### src/core/fdd_pkg.sv
// Purpose: Shared constants, pin bundles and state layout for the disk interface
// Assumes: 100 MHz clk; registers are word-aligned Wishbone slots
// Notes:   Register slot n sits at byte address 4*n
package fdd_pkg;

  localparam int CLK_PERIOD_NS = 10;

  // Register slot indices
  localparam logic [3:0] IDX_CONFIG = 4'h0;
  localparam logic [3:0] IDX_MODE   = 4'h1;
  localparam logic [3:0] IDX_DCTL   = 4'h2;
  localparam logic [3:0] IDX_SEEK   = 4'h3;
  localparam logic [3:0] IDX_MSR    = 4'h4;
  localparam logic [3:0] IDX_RATE   = 4'h5;
  localparam logic [3:0] IDX_OP     = 4'h6;
  localparam logic [3:0] IDX_DIN    = 4'h7;
  localparam logic [3:0] IDX_DATA   = 4'h8;

  // Field positions
  localparam int CFG_ENC_BIT  = 7;
  localparam int MODE_RG_BIT  = 7;
  localparam int DCTL_SEL_BIT = 0;
  localparam int DCTL_DMA_BIT = 3;
  localparam int DCTL_MTR0    = 4;
  localparam int DCTL_MTR1    = 5;
  localparam int OP_HEAD_BIT  = 0;
  localparam int OP_RD_BIT    = 1;
  localparam int OP_WR_BIT    = 2;
  localparam int SEEK_IN_BIT  = 7;
  localparam int DIN_CHG_BIT  = 7;
  localparam int MSR_BUSY_BIT = 4;

  // Values after reset
  localparam logic [7:0] CONFIG_RST = 8'h00;
  localparam logic [7:0] MODE_RST   = 8'h00;
  localparam logic [7:0] DCTL_RST   = 8'h00;
  localparam logic [1:0] RATE_RST   = 2'h2;
  localparam logic [7:0] MSR_BASE   = 8'h80;

  // Data rate codes
  localparam logic [1:0] RATE_500 = 2'h0;
  localparam logic [1:0] RATE_300 = 2'h1;
  localparam logic [1:0] RATE_250 = 2'h2;
  localparam logic [1:0] RATE_1M  = 2'h3;

  // Times and derived cycle counts
  localparam int STEP_UNIT_NS  = 1000000;
  localparam int STEP_UNIT_CYC = STEP_UNIT_NS / CLK_PERIOD_NS;
  localparam int STEP_PULSE_NS = 1000;
  localparam logic [6:0] STEP_PULSE_CYC = 7'(STEP_PULSE_NS / CLK_PERIOD_NS);
  localparam int WPULSE_NS     = 100;
  localparam logic [8:0] WPULSE_CYC = 9'(WPULSE_NS / CLK_PERIOD_NS);
  localparam logic [8:0] CELL_500_CYC = 9'(2000 / CLK_PERIOD_NS);
  localparam logic [8:0] CELL_300_CYC = 9'(3330 / CLK_PERIOD_NS);
  localparam logic [8:0] CELL_250_CYC = 9'(4000 / CLK_PERIOD_NS);
  localparam logic [8:0] CELL_1M_CYC  = 9'(1000 / CLK_PERIOD_NS);

  // Raw drive-side and host-side inputs; bit 0 is dma_grant_n
  typedef struct packed {
    logic master_clear;
    logic addr_decode_block;
    logic disk_read_n;
    logic track_start_n;
    logic home_track_n;
    logic media_locked_n;
    logic media_change;
    logic transfer_end_in;
    logic dma_grant_n;
  } drv_in_s;

  localparam logic [8:0] IN_RST = 9'h079;

  // Pin outputs; an _oe bit high pulls its open-drain pin low
  typedef struct packed {
    logic       head_travel_oe;
    logic [1:0] unit_select_n_oe;
    logic [1:0] spindle_on_n_oe;
    logic       head_choice_oe;
    logic       disk_write_data_oe;
    logic       disk_write_enable_oe;
    logic       head_move_oe;
    logic       rate_band;
    logic       separator_lock_sel;
    logic       dma_request;
    logic       disk_interrupt;
  } drv_out_s;

  localparam logic [12:0] OUT_RST = 13'h0004;

  typedef struct packed {
    logic [8:0]  sync1;
    logic [8:0]  sync2;
    logic [8:0]  sync3;
    logic [8:0]  filt;
    logic [8:0]  filt_q;
    logic        ack;
    logic [7:0]  rdat;
    logic [7:0]  config_r;
    logic [7:0]  mode;
    logic [7:0]  dctl;
    logic [1:0]  rate;
    logic [2:0]  op;
    logic [7:0]  wbuf;
    logic        wfull;
    logic [7:0]  shift;
    logic [3:0]  bitcnt;
    logic [8:0]  cellcnt;
    logic        seeking;
    logic        dir_in;
    logic [6:0]  steps_left;
    logic [20:0] period_cnt;
    logic [6:0]  pulse_cnt;
    logic        int_pend;
    logic [7:0]  rd_pulses;
    drv_out_s    pins;
  } fdd_state_s;

endpackage

### src/core/flexible_disk_drive_interface.sv
// Purpose: Drive-side pin control of a flexible-disk interface, Wishbone slave
// Assumes: Drive inputs are asynchronous and pass a three-stage filter
// Notes:   How it works
`timescale 1ns/1ps
`default_nettype none
module flexible_disk_drive_interface
  import fdd_pkg::*;
#(
  parameter int STEP_UNIT = STEP_UNIT_CYC
) (
  input  wire logic        clk,
  input  wire logic        resetn,
  input  wire logic        wb_cyc_i,
  input  wire logic        wb_stb_i,
  input  wire logic        wb_we_i,
  input  wire logic [5:0]  wb_adr_i,
  input  wire logic [3:0]  wb_sel_i,
  input  wire logic [31:0] wb_dat_i,
  output logic      [31:0] wb_dat_o,
  output logic             wb_ack_o,
  input  wire drv_in_s     drv_in,
  output drv_out_s         drv_out
);

  fdd_state_s st_ff;
  fdd_state_s nxt_st;

  localparam int B_GRANT = 0;
  localparam int B_TEND  = 1;
  localparam int B_CHG   = 2;
  localparam int B_LOCK  = 3;
  localparam int B_HOME  = 4;
  localparam int B_TRK   = 5;
  localparam int B_RD    = 6;
  localparam int B_BLOCK = 7;
  localparam int B_MC    = 8;

  logic       req;
  logic       wr_commit;
  logic [3:0] idx;
  logic       grant_act;
  logic       locked;
  logic       wr_mode;
  logic       rd_mode;
  logic [8:0] cell_len;
  logic [8:0] pre;
  logic [7:0] msr;
  logic [7:0] din;
  logic       sel1;
  logic       mtr_sel;

  assign wb_dat_o = {24'h000000, st_ff.rdat};
  assign wb_ack_o = st_ff.ack;
  assign drv_out  = st_ff.pins;

  always_comb begin
    nxt_st = st_ff;

    // Input filter: a change counts once stages two and three agree
    nxt_st.sync1  = drv_in;
    nxt_st.sync2  = st_ff.sync1;
    nxt_st.sync3  = st_ff.sync2;
    nxt_st.filt_q = st_ff.filt;
    for (int i = 0; i < 9; i++) begin
      if (st_ff.sync2[i] == st_ff.sync3[i]) begin
        nxt_st.filt[i] = st_ff.sync3[i];
      end
    end

    idx       = wb_adr_i[5:2];
    req       = wb_cyc_i && wb_stb_i;
    // Writes land at the edge where the master sees ack
    wr_commit = req && wb_we_i && wb_sel_i[0] && st_ff.ack
                && !st_ff.filt[B_BLOCK];
    grant_act = !st_ff.filt[B_GRANT] && st_ff.dctl[DCTL_DMA_BIT];
    locked    = !st_ff.filt[B_LOCK];
    wr_mode   = st_ff.op[OP_WR_BIT] && !locked;
    rd_mode   = st_ff.op[OP_RD_BIT];
    sel1      = st_ff.dctl[DCTL_SEL_BIT];
    mtr_sel   = sel1 ? st_ff.dctl[DCTL_MTR1] : st_ff.dctl[DCTL_MTR0];
    pre       = {6'h00, st_ff.mode[6:4]};

    case (st_ff.rate)
      RATE_500: cell_len = CELL_500_CYC;
      RATE_300: cell_len = CELL_300_CYC;
      RATE_250: cell_len = CELL_250_CYC;
      RATE_1M:  cell_len = CELL_1M_CYC;
      default:  cell_len = CELL_250_CYC;
    endcase

    msr = MSR_BASE;
    msr[MSR_BUSY_BIT] = rd_mode || wr_mode;
    msr[0] = st_ff.seeking && !sel1;
    msr[1] = st_ff.seeking && sel1;

    din = 8'h00;
    din[DIN_CHG_BIT] = st_ff.filt[B_CHG];
    din[0] = !st_ff.filt[B_HOME];
    din[1] = locked;
    din[2] = !st_ff.filt[B_TRK];

    // Bus slave: one ack per request, dropped the cycle after
    nxt_st.ack  = req && !st_ff.ack;
    nxt_st.rdat = 8'h00;
    if (req && !st_ff.ack && !wb_we_i
        && !st_ff.filt[B_BLOCK]) begin
      case (idx)
        IDX_CONFIG: nxt_st.rdat = st_ff.config_r;
        IDX_MODE:   nxt_st.rdat = st_ff.mode;
        IDX_DCTL:   nxt_st.rdat = st_ff.dctl;
        IDX_SEEK:   nxt_st.rdat = {st_ff.dir_in, st_ff.steps_left};
        IDX_MSR:    nxt_st.rdat = msr;
        IDX_RATE:   nxt_st.rdat = {6'h00, st_ff.rate};
        IDX_OP:     nxt_st.rdat = {5'h00, st_ff.op};
        IDX_DIN:    nxt_st.rdat = din;
        IDX_DATA:   nxt_st.rdat = st_ff.rd_pulses;
        default:    nxt_st.rdat = 8'h00;
      endcase
    end

    if (wr_commit) begin
      case (idx)
        IDX_CONFIG: nxt_st.config_r = wb_dat_i[7:0];
        IDX_MODE:   nxt_st.mode = wb_dat_i[7:0];
        IDX_DCTL:   nxt_st.dctl = wb_dat_i[7:0];
        IDX_RATE:   nxt_st.rate = wb_dat_i[1:0];
        IDX_OP: begin
          nxt_st.op = wb_dat_i[2:0];
          if (locked) begin
            nxt_st.op[OP_WR_BIT] = 1'b0;
          end
          if (wb_dat_i[OP_RD_BIT]) begin
            nxt_st.rd_pulses = 8'h00;
          end
        end
        IDX_SEEK: begin
          nxt_st.steps_left = wb_dat_i[6:0];
          nxt_st.dir_in     = wb_dat_i[SEEK_IN_BIT];
          nxt_st.seeking    = 1'b1;
          nxt_st.period_cnt = 21'h000000;
        end
        IDX_DATA: begin
          if (!locked) begin
            nxt_st.wbuf  = wb_dat_i[7:0];
            nxt_st.wfull = 1'b1;
          end
        end
        default: ;
      endcase
    end

    // Seek stepping at the programmed rate
    if (st_ff.pulse_cnt != 7'h00) begin
      nxt_st.pulse_cnt = st_ff.pulse_cnt - 7'h01;
    end
    if (st_ff.seeking) begin
      if (!st_ff.dir_in && !st_ff.filt[B_HOME]) begin
        nxt_st.steps_left = 7'h00;
      end
      if (st_ff.period_cnt != 21'h000000) begin
        nxt_st.period_cnt = st_ff.period_cnt - 21'h000001;
      end else if (st_ff.steps_left != 7'h00
                   && (st_ff.dir_in || st_ff.filt[B_HOME])) begin
        nxt_st.steps_left = st_ff.steps_left - 7'h01;
        nxt_st.pulse_cnt  = STEP_PULSE_CYC;
        nxt_st.period_cnt =
          21'((int'(st_ff.mode[3:0]) + 1) * STEP_UNIT - 1);
      end else begin
        nxt_st.seeking  = 1'b0;
        nxt_st.int_pend = 1'b1;
      end
    end

    // Serial write stream, one bit cell per data bit
    if (st_ff.bitcnt != 4'h0) begin
      if (st_ff.cellcnt == cell_len - 9'h001) begin
        nxt_st.cellcnt = 9'h000;
        nxt_st.shift   = {st_ff.shift[6:0], 1'b0};
        nxt_st.bitcnt  = st_ff.bitcnt - 4'h1;
      end else begin
        nxt_st.cellcnt = st_ff.cellcnt + 9'h001;
      end
      if (!wr_mode) begin
        nxt_st.bitcnt = 4'h0;
      end
    end else if (wr_mode && st_ff.wfull) begin
      nxt_st.shift   = st_ff.wbuf;
      nxt_st.bitcnt  = 4'h8;
      nxt_st.cellcnt = 9'h000;
      nxt_st.wfull   = 1'b0;
    end

    // Raw read pulses counted on falling edges
    if (rd_mode && st_ff.filt_q[B_RD] && !st_ff.filt[B_RD]) begin
      nxt_st.rd_pulses = st_ff.rd_pulses + 8'h01;
    end

    // Transfer end ends the operation while the DMA grant is active
    if (st_ff.filt[B_TEND] && grant_act) begin
      nxt_st.op[OP_RD_BIT] = 1'b0;
      nxt_st.op[OP_WR_BIT] = 1'b0;
      nxt_st.wfull         = 1'b0;
      nxt_st.int_pend      = 1'b1;
    end

    // Reading main status clears the pending flag; a new event in that cycle wins only if the flag was clear
    if (req && st_ff.ack && !wb_we_i && idx == IDX_MSR
        && !st_ff.filt[B_BLOCK] && nxt_st.int_pend == st_ff.int_pend) begin
      nxt_st.int_pend = 1'b0;
    end

    // Pin outputs
    nxt_st.pins.head_travel_oe = st_ff.dir_in
                                 && !(rd_mode || wr_mode);
    if (st_ff.config_r[CFG_ENC_BIT]) begin
      nxt_st.pins.unit_select_n_oe = {sel1, !sel1};
      nxt_st.pins.spindle_on_n_oe  = {st_ff.dctl[DCTL_MTR1]
                                      | st_ff.dctl[DCTL_MTR0],
                                      mtr_sel};
    end else begin
      nxt_st.pins.unit_select_n_oe[0] = !sel1 && st_ff.dctl[DCTL_MTR0];
      nxt_st.pins.unit_select_n_oe[1] = sel1 && st_ff.dctl[DCTL_MTR1];
      nxt_st.pins.spindle_on_n_oe = {st_ff.dctl[DCTL_MTR1],
                                     st_ff.dctl[DCTL_MTR0]};
    end
    nxt_st.pins.head_choice_oe = st_ff.op[OP_HEAD_BIT];
    nxt_st.pins.disk_write_data_oe = wr_mode && st_ff.bitcnt != 4'h0
                                     && st_ff.shift[7]
                                     && st_ff.cellcnt >= pre
                                     && st_ff.cellcnt < pre + WPULSE_CYC;
    nxt_st.pins.disk_write_enable_oe = wr_mode;
    nxt_st.pins.head_move_oe = st_ff.pulse_cnt != 7'h00;
    nxt_st.pins.rate_band = (st_ff.rate == RATE_500)
                            || (st_ff.rate == RATE_1M);
    nxt_st.pins.separator_lock_sel = st_ff.mode[MODE_RG_BIT]
                                     ? st_ff.filt[B_CHG] : 1'b1;
    nxt_st.pins.dma_request = st_ff.dctl[DCTL_DMA_BIT] && wr_mode
                              && !st_ff.wfull && !grant_act;
    nxt_st.pins.disk_interrupt = st_ff.dctl[DCTL_DMA_BIT]
                                 && st_ff.int_pend;

    // Master clear restores all drive-facing state
    if (st_ff.filt[B_MC]) begin
      nxt_st.config_r   = CONFIG_RST;
      nxt_st.mode       = MODE_RST;
      nxt_st.dctl       = DCTL_RST;
      nxt_st.rate       = RATE_RST;
      nxt_st.op         = 3'h0;
      nxt_st.wfull      = 1'b0;
      nxt_st.bitcnt     = 4'h0;
      nxt_st.seeking    = 1'b0;
      nxt_st.dir_in     = 1'b0;
      nxt_st.steps_left = 7'h00;
      nxt_st.period_cnt = 21'h000000;
      nxt_st.pulse_cnt  = 7'h00;
      nxt_st.int_pend   = 1'b0;
      nxt_st.rd_pulses  = 8'h00;
      nxt_st.pins       = OUT_RST;
    end
  end

  always_ff @(posedge clk or negedge resetn) begin
    if (!resetn) begin
      st_ff            <= '0;
      st_ff.sync1      <= IN_RST;
      st_ff.sync2      <= IN_RST;
      st_ff.sync3      <= IN_RST;
      st_ff.filt       <= IN_RST;
      st_ff.filt_q     <= IN_RST;
      st_ff.config_r   <= CONFIG_RST;
      st_ff.mode       <= MODE_RST;
      st_ff.dctl       <= DCTL_RST;
      st_ff.rate       <= RATE_RST;
      st_ff.pins       <= OUT_RST;
    end else begin
      st_ff <= nxt_st;
    end
  end

endmodule
`default_nettype wire

### config.mk
export PLATFORM = sky130hd
export DESIGN_NAME = flexible_disk_drive_interface
export DESIGN_NICKNAME = d
export VERILOG_FILES = /design/src/core/fdd_pkg.sv /design/src/core/flexible_disk_drive_interface.sv
export SDC_FILE = /design/constraint.sdc
export NUM_CORES = 1
export LEC_CHECK = 0
export BUFFER_PORTS_ARGS = -buffer_cell sky130_fd_sc_hd__buf_2
export CORE_MARGIN = 2
export CORE_UTILIZATION = 48
export CTS_BUF_LIST = sky130_fd_sc_hd__clkbuf_4
export CTS_CLUSTER_DIAMETER = 60
export DETAILED_ROUTE_END_ITERATION = 12
export PLACE_DENSITY = 0.64
export SKIP_CTS_REPAIR_TIMING = 1
export SYNTH_ARGS = -nofsm -noshare
export SYNTH_HDL_FRONTEND = slang
export SYNTH_SLANG_ARGS = --single-unit
export TNS_END_PERCENT = 5
### constraint.sdc
create_clock -name clk -period 4.8 [get_ports clk]
set_clock_uncertainty 0.05 [all_clocks]
set_input_delay 0.24 -clock clk [delete_from_list [all_inputs] [get_ports clk]]
set_output_delay 0.24 -clock clk [all_outputs]
set_load 0.01 [all_outputs]
# Yosys cells after proc, flatten, opt, wreduce, memory -nomap -nowiden
# Cells that the tools add are included.
dict set report word_totals {
  regBits 170
  inputBits 56
  output_inout_bits 46
}
dict set report classes {
  multipliers 1
  order_cmp 2
  bitwise_logic 1
  n_reduce_logical 81
  eq_ne 24
  n_addsub 10
  mux 46
}
# cell n
set op_table {}
lappend op_table {{8-bit two-way mux} 9}
lappend op_table {{8-bit one-hot mux with 9 select lines} 1}
lappend op_table {{30-bit two-way mux} 2}
lappend op_table {{59-bit two-way mux} 1}
lappend op_table {{21-bit two-way mux} 2}
lappend op_table {{21-bit by 1-bit subtractor with 21-bit output, second input constant} 2}
lappend op_table {{38-bit two-way mux} 1}
lappend op_table {{36-bit two-way mux} 1}
lappend op_table {{9-bit one-hot mux with 4 select lines} 1}
lappend op_table {{35-bit two-way mux} 1}
lappend op_table {{1-bit logical AND} 34}
lappend op_table {{29-bit two-way mux} 1}
lappend op_table {{9-bit two-way mux} 3}
lappend op_table {{22-bit two-way mux} 1}
lappend op_table {{7-bit two-way mux} 3}
lappend op_table {{21-bit nonzero test} 1}
lappend op_table {{2-bit AND reduction} 9}
lappend op_table {{3-bit nonzero test} 6}
lappend op_table {{4-bit by 3-bit == test with 1-bit output, second input constant} 4}
lappend op_table {{5-bit by 12-bit multiplier with 16-bit output, second input constant} 1}
lappend op_table {{2-bit nonzero test} 8}
lappend op_table {{7-bit nonzero test} 2}
lappend op_table {{7-bit by 1-bit subtractor with 7-bit output, second input constant} 2}
lappend op_table {{1-bit zero test} 13}
lappend op_table {{28 further kinds} 56}

# Logic depth before layout (Yosys ltp)
# Gate-level depths: netlist of run 1.
dict set report depth {
  depth_word 15
  depth_mapped 17
}

# Least setup slack after synthesis of run 1
# OpenSTA, ideal clock, no wires.
dict set report synth_timing {
  kind {reg2reg}
  startpoint {reg st_ff[102] (netlist name)}
  endpoint {reg st_ff[46] (netlist name)}
  period_less_slack_ns 4.227
  arrival_ns 4.091
  stages_incl_launch_ff 17
  path_slack_ns 0.573
  path_buffers 0
  path_cell_list {dfrtp_1 -> ha_1 -> xnor2_1 -> inv_1 -> ha_1 -> xnor2_1 -> ha_1 -> ha_1 -> ha_1 -> xnor2_1 -> or4b_1 -> a211o_1 -> a211oi_2 -> nor3b_1 -> xnor2_1 -> a21oi_1 -> nor3_1}
}
# element line
set synth_rtl {}
lappend synth_rtl {{start, declared} flexible_disk_drive_interface.sv:25} ;# fdd_state_s st_ff;
lappend synth_rtl {{start signal, assigned} flexible_disk_drive_interface.sv:276} ;# st_ff <= nxt_st;

==> summary.md, run 1 <==
| Metric | Value |
|---|---|
| Status | finished clean |
| WL final | 21930 um |
| Crit share post-route | a little over 90% |
| Vias | roughly 7100 |
| Vias/cell | approximately 5.5 |
| Grt ovf | 0 |
| HP Class | in2reg |
| Crit Path Category | reg2reg |
| I/O pins | just over 100 |
| Initial drt markers | between 700 and 800 |
| R2R Path End | st_ff[48] |
| Row cnt | 51 |
| Pleak | approximately 0.0047 uW |
| Min-delay src | wb_we_i |
| Area Growth Syn to Fin | 8.243% |
| Power per cell area | about 260 nW/um2 |
| Post-detailed-placement half-perimeter wirelength | 15360 um |
| Peak VDD IR | about 170 uV |
| Switching Share | ~31% |
| CP max FO | 5 |
| Max Fclk | between 200 and 250 MHz |
| Commonest non-fill, non-tap cell in the layout | dfrtp_1 |
| Fin. Hold Viols | 0 |
| Die ar. | ~21000 um2 |
| Worst Path Arrival | roughly 4.9 ns |
| Max-cap violation count | 0 |
| Yosys warns | 0 |
| Cell variety after synth | 76 |
| Total Routing Usage GR | between 20% and 30% |
| Net switching power | 820.8 uW |
| Flop and latch count out of synthesis | around 160 |
| Slew Limit Fails | 0 |
| Antenna Nets Post-Route | 0 |
| WHS Path Cells | 4 |
| Final Wtd Congestion | 0.8863 |
| FF-to-FF setup slack | between 0.3 and 0.4 ns |
| CTS clk-pin slew, worst paths | ~0.15 ns |
| DR top layer | met4 |
| Port Buf Inserts | 48 |
| CTS tree | yes |
| Final setup violation count | 0 |
| Hold Slack | approximately 0.16 ns |
| Fraction of layout cells with a size suffix above 1 | between 10% and 20% |
| Drt wl/cell | around 17 um |
| Simple-gate area share of the yosys netlist | 17.65% |
| Clock Path Buffers | 2 |
| H-tree Lvls | 4 |
| Clock Sinks | 164 |
| CP required | approximately 5.2 ns |
| Multiplexer share of the synthesized area | 5.095% |
| Routed wl met3 | roughly 1000 um |
| Largest family of logic cells by synthesized area | simple AND/OR/NAND/NOR gates |
| Max_slew headroom | between 30% and 40% |
| R2r worst-path depth | 16 |
| Die height | around 140 um |
| RR Startpoint | st_ff[102] |
| Die width | 143.8 um |
| Synthesized instance count | 975 |
| TritonCTS buffer count | 17 |
| Post-Synth Adder-Cell Area | slightly above 8% |
| Pre-antenna DRT Iters | 6 |
| Largest net degree at the start of global routing | between 90 and 100 |
| Syn Area/Cell | 9.621 um2 |
| Seq/Total Area, Yosys | 44.06% |
| Drt drc | 0 |
| Worst skew pair latency | just under 0.6 ns |
| Clock root buffer | clkbuf_4 |
| Most frequent cells in the layout | dfrtp_1 (139), nor2_1 (104), nand2_1 (88) |
| Initial antenna violation count | 1 |
| Cell Area, Synth | about 9400 um2 |
| Post-synth EDFFs | 0 |
| Initial Util | 48.51% |
| Unrepaired setup endpoints after global routing | false |
| Setup TNS | 0 ns |
| Synth Area in Compound Gates | between 10% and 20% |
| Metal2 WL | 9899 um |
| Worst setup EP type | flip-flop |
| Seq pwr share | about 57% |
| First-pass GRT wire length | between 30000 and 40000 um |
| Ys flop type | dfrtp_1 |
| Slew @ Worst Pin | ~1.0 ns |
| Core box area | 19330 um2 |
| Clock group share of total power | around 31% |
| Vias in the first global route | around 6700 |
| Asr flop ratio synth | 100.0% |
| Tot Pwr | between 2000 and 3000 uW |
| Comb pwr share | approximately an eighth |
| P_int | roughly 1800 uW |
| Post-synthesis xor/xnor area fraction | around 5.2% |
| WL met1 | 10630 um |
| Hold Crit Endpoint | wb_dat_o[6] |
| Min Tclk post-route | 4.453 ns |
| Type of origin of the critical path | flip-flop |
| Nets | 1122 |
[through the flow]
| stage | instances | util [%] | setup WS (ns) | cell area [um2] |
|---|---|---|---|---|
| global placement | 1239 | 49.83 | 0.3529 | 9634 |
| floorplan | 998 | - | 0.5734 | 9467 |
| detailed placement | 1239 | 49.83 | 0.2429 | 9634 |
| CTS | 1271 | 51.31 | 0.1766 | 9921 |
| finish | 1292 | 52.51 | 0.3475 | 10150 |
| global route | 1292 | 52.51 | 0.009106 | 10150 |
[power groups by stage]
stage          sequential, uW  clock [uW]  combinational (uW)
2_1_floorplan            1490           0                 234
3_3_place_gp             1510           0                 299
3_5_place_dp             1510           0                 304
4_1_cts                  1490         853                 304
5_1_grt                  1500         911                 362
6_report                 1490         819                 314
[flip-flops by register name, indices dropped and copies added (netlist names), 3 cells and up]
name      flops
pre           3
nxt_st       26
drv_out      13
st_ff       110
wb_dat_o      8
[layout make-up]
cell class	instances	area [um2]
Timing Repair Buffer	77	526.8
Sequential cell	164	4135
Clock inverter	15	158.9
Tap cell	265	331.6
Fill cell	1800	9181
Multi-Input combinational cell	721	4751
Clock buffer	17	127.6
Inverter	32	120.1
Antenna cell	1	2.502
[per-layer routing]
layer  GRT usage (%)  vias to the layer above
met5               0                        -
met1           33.38                     3446
li1                -                     3442
met2           33.18                      206
met3           3.232                       29
met4           6.450                        0
[cells by family (layout without fill, tap and decap cells)]
kind of cell | Yosys count | in the layout
simple gates | 336 | 336
compound gates | 198 | 198
flops | 164 | 164
buf+inv | 113 | 141
fa+ha+maj | 62 | 62
xor+xnor | 56 | 56
mux | 45 | 45
other cells | 1 | 25
[critical path, stage by stage, from the launching register on]
cell and delay [ns]:
dfrtp_2 0.48, ha_1 0.25, xnor2_1 0.18, inv_1 0.12, ha_1 0.24, xnor2_1 0.20
ha_1 0.26, ha_1 0.28, ha_1 0.39, xnor2_2 0.25, or4b_1 0.52, a211o_1 0.37
a211oi_4 0.22, nor4b_4 0.25, xnor2_1 0.09, a21oi_1 0.15, nor2_1 0.05
[worst max-delay path by stage]
| stage | start | endpoint | slack [ns] | cells past startpoint |
|---|---|---|---|---|
| finish | st_ff[102] | st_ff[48] | 0.35 | 16 |
| floorplan | st_ff[102] | st_ff[46] | 0.57 | 16 |
| global placement | st_ff[102] | st_ff[46] | 0.35 | 16 |
| CTS | st_ff[102] | st_ff[46] | 0.18 | 16 |
| detailed placement | st_ff[102] | st_ff[46] | 0.24 | 16 |
| global route | st_ff[102] | st_ff[49] | 0.009 | 16 |
[synthesized netlist by cell type (6+ instances only)]
master    number  area share, %
dfrtp_1      141             38
nor2_1       104            4.2
nand2_1       88            3.5
o21ai_0       55            2.9
a21oi_1       53            2.8
ha_1          52            6.9
buf_4         45            3.6
xnor2_1       36            3.4
nor3_1        33            1.8
mux2i_1       32            3.4
inv_1         31            1.2
clkbuf_1      25            1.0
dfstp_2       23            6.4
nand3_1       21            1.1
xor2_1        20            1.9
o22ai_1       18            1.2
mux2_2        12            1.4
nand2b_1      12           0.80
and3_1        11           0.73
maj3_1         9           0.96
or2_2          9           0.60
nor4_1         8           0.53
nor3b_1        7           0.56
o21ai_1        7           0.37
a211oi_1       6           0.48
a31oi_1        6           0.40
buf_1          6           0.24
nand3b_1       6           0.48
o211a_1        6           0.64
(Power assumes the default switching activity.)
==> inputs of run 2 (changes only) <==
--- a/config.mk
+++ b/config.mk
@@ -8,9 +8,9 @@
 export BUFFER_PORTS_ARGS = -buffer_cell sky130_fd_sc_hd__buf_2
 export CORE_MARGIN = 2
 export CORE_UTILIZATION = 48
-export CTS_BUF_LIST = sky130_fd_sc_hd__clkbuf_4
 export CTS_CLUSTER_DIAMETER = 60
 export DETAILED_ROUTE_END_ITERATION = 12
+export GPL_ROUTABILITY_DRIVEN = 1
 export PLACE_DENSITY = 0.64
 export SKIP_CTS_REPAIR_TIMING = 1
 export SYNTH_ARGS = -nofsm -noshare
==> summary.md, run 2 (synthesis results as in run 1) <==
| Metric | Value |
|---|---|
| Status | finished clean (unchanged) |
| H-tree Lvls | 4 (unchanged) |
| Min Tclk post-route | 4.491 ns (was 4.453 ns) |
| Area Growth Syn to Fin | 10.50% (was 8.243%) |
| Setup TNS | 0 ns (unchanged) |
| Power per cell area | 304.5 nW/um2 (was 258.2 nW/um2) |
| Core box area | 19330 um2 (unchanged) |
| Crit path from | st_ff[102] (unchanged) |
| Largest Register | st_ff (unchanged) |
| Max_slew headroom | 29.81% (was 30.34%) |
| Setup WS pre-CTS | 0.2429 ns (unchanged) |
| Die height | 143.8 um (unchanged) |
| Post-detailed-placement half-perimeter wirelength | 15360 um (unchanged) |
| I/O pins | 102 (unchanged) |
| Crit share post-route | 93.57% (was 92.76%) |
| Row cnt | 51 (unchanged) |
| Worst-path cell chain | ha_1, and3_1, ha_1, xnor2_1, ha_1, ha_1, ha_1, xnor2_2, or4b_1, a211o_1, a211oi_4, nor4b_4, xnor2_1, a21oi_1, nor2_1 (was ha_1, xnor2_1, inv_1, ha_1, xnor2_1, ha_1, ha_1, ha_1, xnor2_2, or4b_1, a211o_1, a211oi_4, nor4b_4, xnor2_1, a21oi_1, nor2_1) |
| First-pass GRT wire length | 36050 um (was 35590 um) |
| Nets | 1112 (was 1122) |
| Vias | 7102 (was 7123) |
| Slew Limit Fails | 0 (unchanged) |
| Buf/Inv on CP | 0 (was 1) |
| N_diodes | 0 (was 1) |
| Drt drc | 0 (unchanged) |
| Crit Path Category | reg2reg (unchanged) |
| Vias/cell | 5.544 (was 5.513) |
| Fraction of layout cells with a size suffix above 1 | 14.96% (was 14.72%) |
| Critical Path End | st_ff[48] (unchanged) |
| Initial Util | 48.51% (unchanged) |
| Max reg flops | 110 (unchanged) |
| Worst setup EP type | flip-flop (unchanged) |
| Drt wl/cell | 17.37 um (was 16.98 um) |
| Unrepaired setup endpoints after global routing | false (unchanged) |
| Slew @ Worst Pin | 1.046 ns (was 1.038 ns) |
| Total Routing Usage GR | 22.54% (was 22.17%) |
| CTS tree | yes (unchanged) |
| R2R Path End | st_ff[48] (unchanged) |
| Area occupied by multi-input gates | 4758 um2 (was 4751 um2) |
| FF-to-FF setup slack | 0.31 ns (was 0.35 ns) |
| RR Startpoint | st_ff[102] (unchanged) |
| Worst skew pair latency | 0.44 ns (was 0.59 ns) |
| Crit-path slowest cell | or4b_1 (unchanged) |
| Worst Setup Slack, final | 0.3088 ns (was 0.3475 ns) |
| Initial drt markers | 687 (was 721) |
| Pre-antenna DRT Iters | 6 (unchanged) |
| CP max FO | 5 (unchanged) |
| Hold Slack | 0.02209 ns (was 0.1601 ns) |
| WL final | 22250 um (was 21930 um) |
| Final setup violation count | 0 (unchanged) |
| Largest net degree at the start of global routing | 94 (unchanged) |
| CP required | 5.05 ns (was 5.21 ns) |
| Reg area | 4134 um2 (was 4135 um2) |
| Type of origin of the critical path | flip-flop (unchanged) |
| Vias in the first global route | 6720 (was 6666) |
| TritonCTS buffer count | 17 (unchanged) |
| Max Fclk | 222.7 MHz (was 224.6 MHz) |
| Fin. Hold Viols | 0 (unchanged) |
| Most frequent cells in the layout | dfrtp_1 (140), nor2_1 (104), nand2_1 (88) (was dfrtp_1 (139), nor2_1 (104), nand2_1 (88)) |
| CTS clk-pin slew, worst paths | 0.07 ns (was 0.15 ns) |
| Fill cells | 1751 (was 1800) |
| Pleak | 0.004758 uW (was 0.004659 uW) |
| R2r worst-path depth | 15 (was 16) |
| Commonest non-fill, non-tap cell in the layout | dfrtp_1 (unchanged) |
| HP Class | in2reg (unchanged) |
| Die ar. | 20680 um2 (unchanged) |
| Clock Path Buffers | 2 (unchanged) |
| Worst path depth | 15 (was 16) |
| Die width | 143.8 um (unchanged) |
| CP dominant cell by count | ha_1 (unchanged) |
| Initial antenna violation count | 0 (was 1) |
| Peak VDD IR | 237.4 uV (was 166.2 uV) |
| Clock Sinks | 164 (unchanged) |
| Worst Path Arrival | 4.74 ns (was 4.86 ns) |
| Final Wtd Congestion | 0.8863 (unchanged) |
| Critical path's top delay family | adder cells (unchanged) |
| Placed insts | 1239 (unchanged) |
| Tot Pwr | 3156 uW (was 2621 uW) |
| Grt ovf | 0 (unchanged) |
| Max incr delay on CP | 0.52 ns (about the same) |
| Max-cap violation count | 0 (unchanged) |
| Layout Cells excl Fill | 1281 (was 1292) |
| Port Buf Inserts | 48 (unchanged) |
| Clock root buffer | clkbuf_16 (was clkbuf_4) |
| Antenna Nets Post-Route | 0 (unchanged) |
run 2: where the power goes:
part,internal [uW],total [uW],switching [uW]
sequential,1440,1490,46.6
combinational,115,309,194
clock,712,1360,647
run 2: metrics by stage:
stage	util (%)	cell area, um2
2_1_floorplan	-	9467
3_3_place_gp	49.83	9634
3_5_place_dp	49.83	9634
4_1_cts	52.90	10230
5_1_grt	53.61	10360
6_report	53.61	10360
run 2: final cells by class:
cell class / count / area share (%)
repair buffers: 67 / 4.116
clock inverters: 14 / 1.497
clock buffers: 18 / 4.237
well taps: 265 / 3.199
flip-flops and latches: 164 / 39.88
multi-input cells: 721 / 45.91
inverters: 32 / 1.159
run 2: how the worst min path moves through the flow:
stage	cells past startpoint	from	to	slack, ns
final	3	wb_stb_i	wb_ack_o	0.02
after global routing	3	wb_stb_i	wb_ack_o	0.04
after CTS	1	resetn	st_ff[35]	-0.22
after detailed placement	1	resetn	st_ff[35]	0.24
after global placement	1	resetn	st_ff[33]	0.24
after floorplan	0	resetn	din[7]	-0.11
run 2: tightest hold or removal path, cell delays in order:
cell,delay [ns]
buf_2,0.09
nand2_1,0.09
nor2_1,0.04
run 2: per-layer routing:
layer / global-route usage, % / routed length, um / vias to the layer above
met1: 33.44 / 10730 / 3444
met3: 3.765 / 1084 / 25
met5: 0 / 0 / -
met2: 33.98 / 10120 / 204
li1: - / - / 3429
met4: 6.502 / 318 / 0
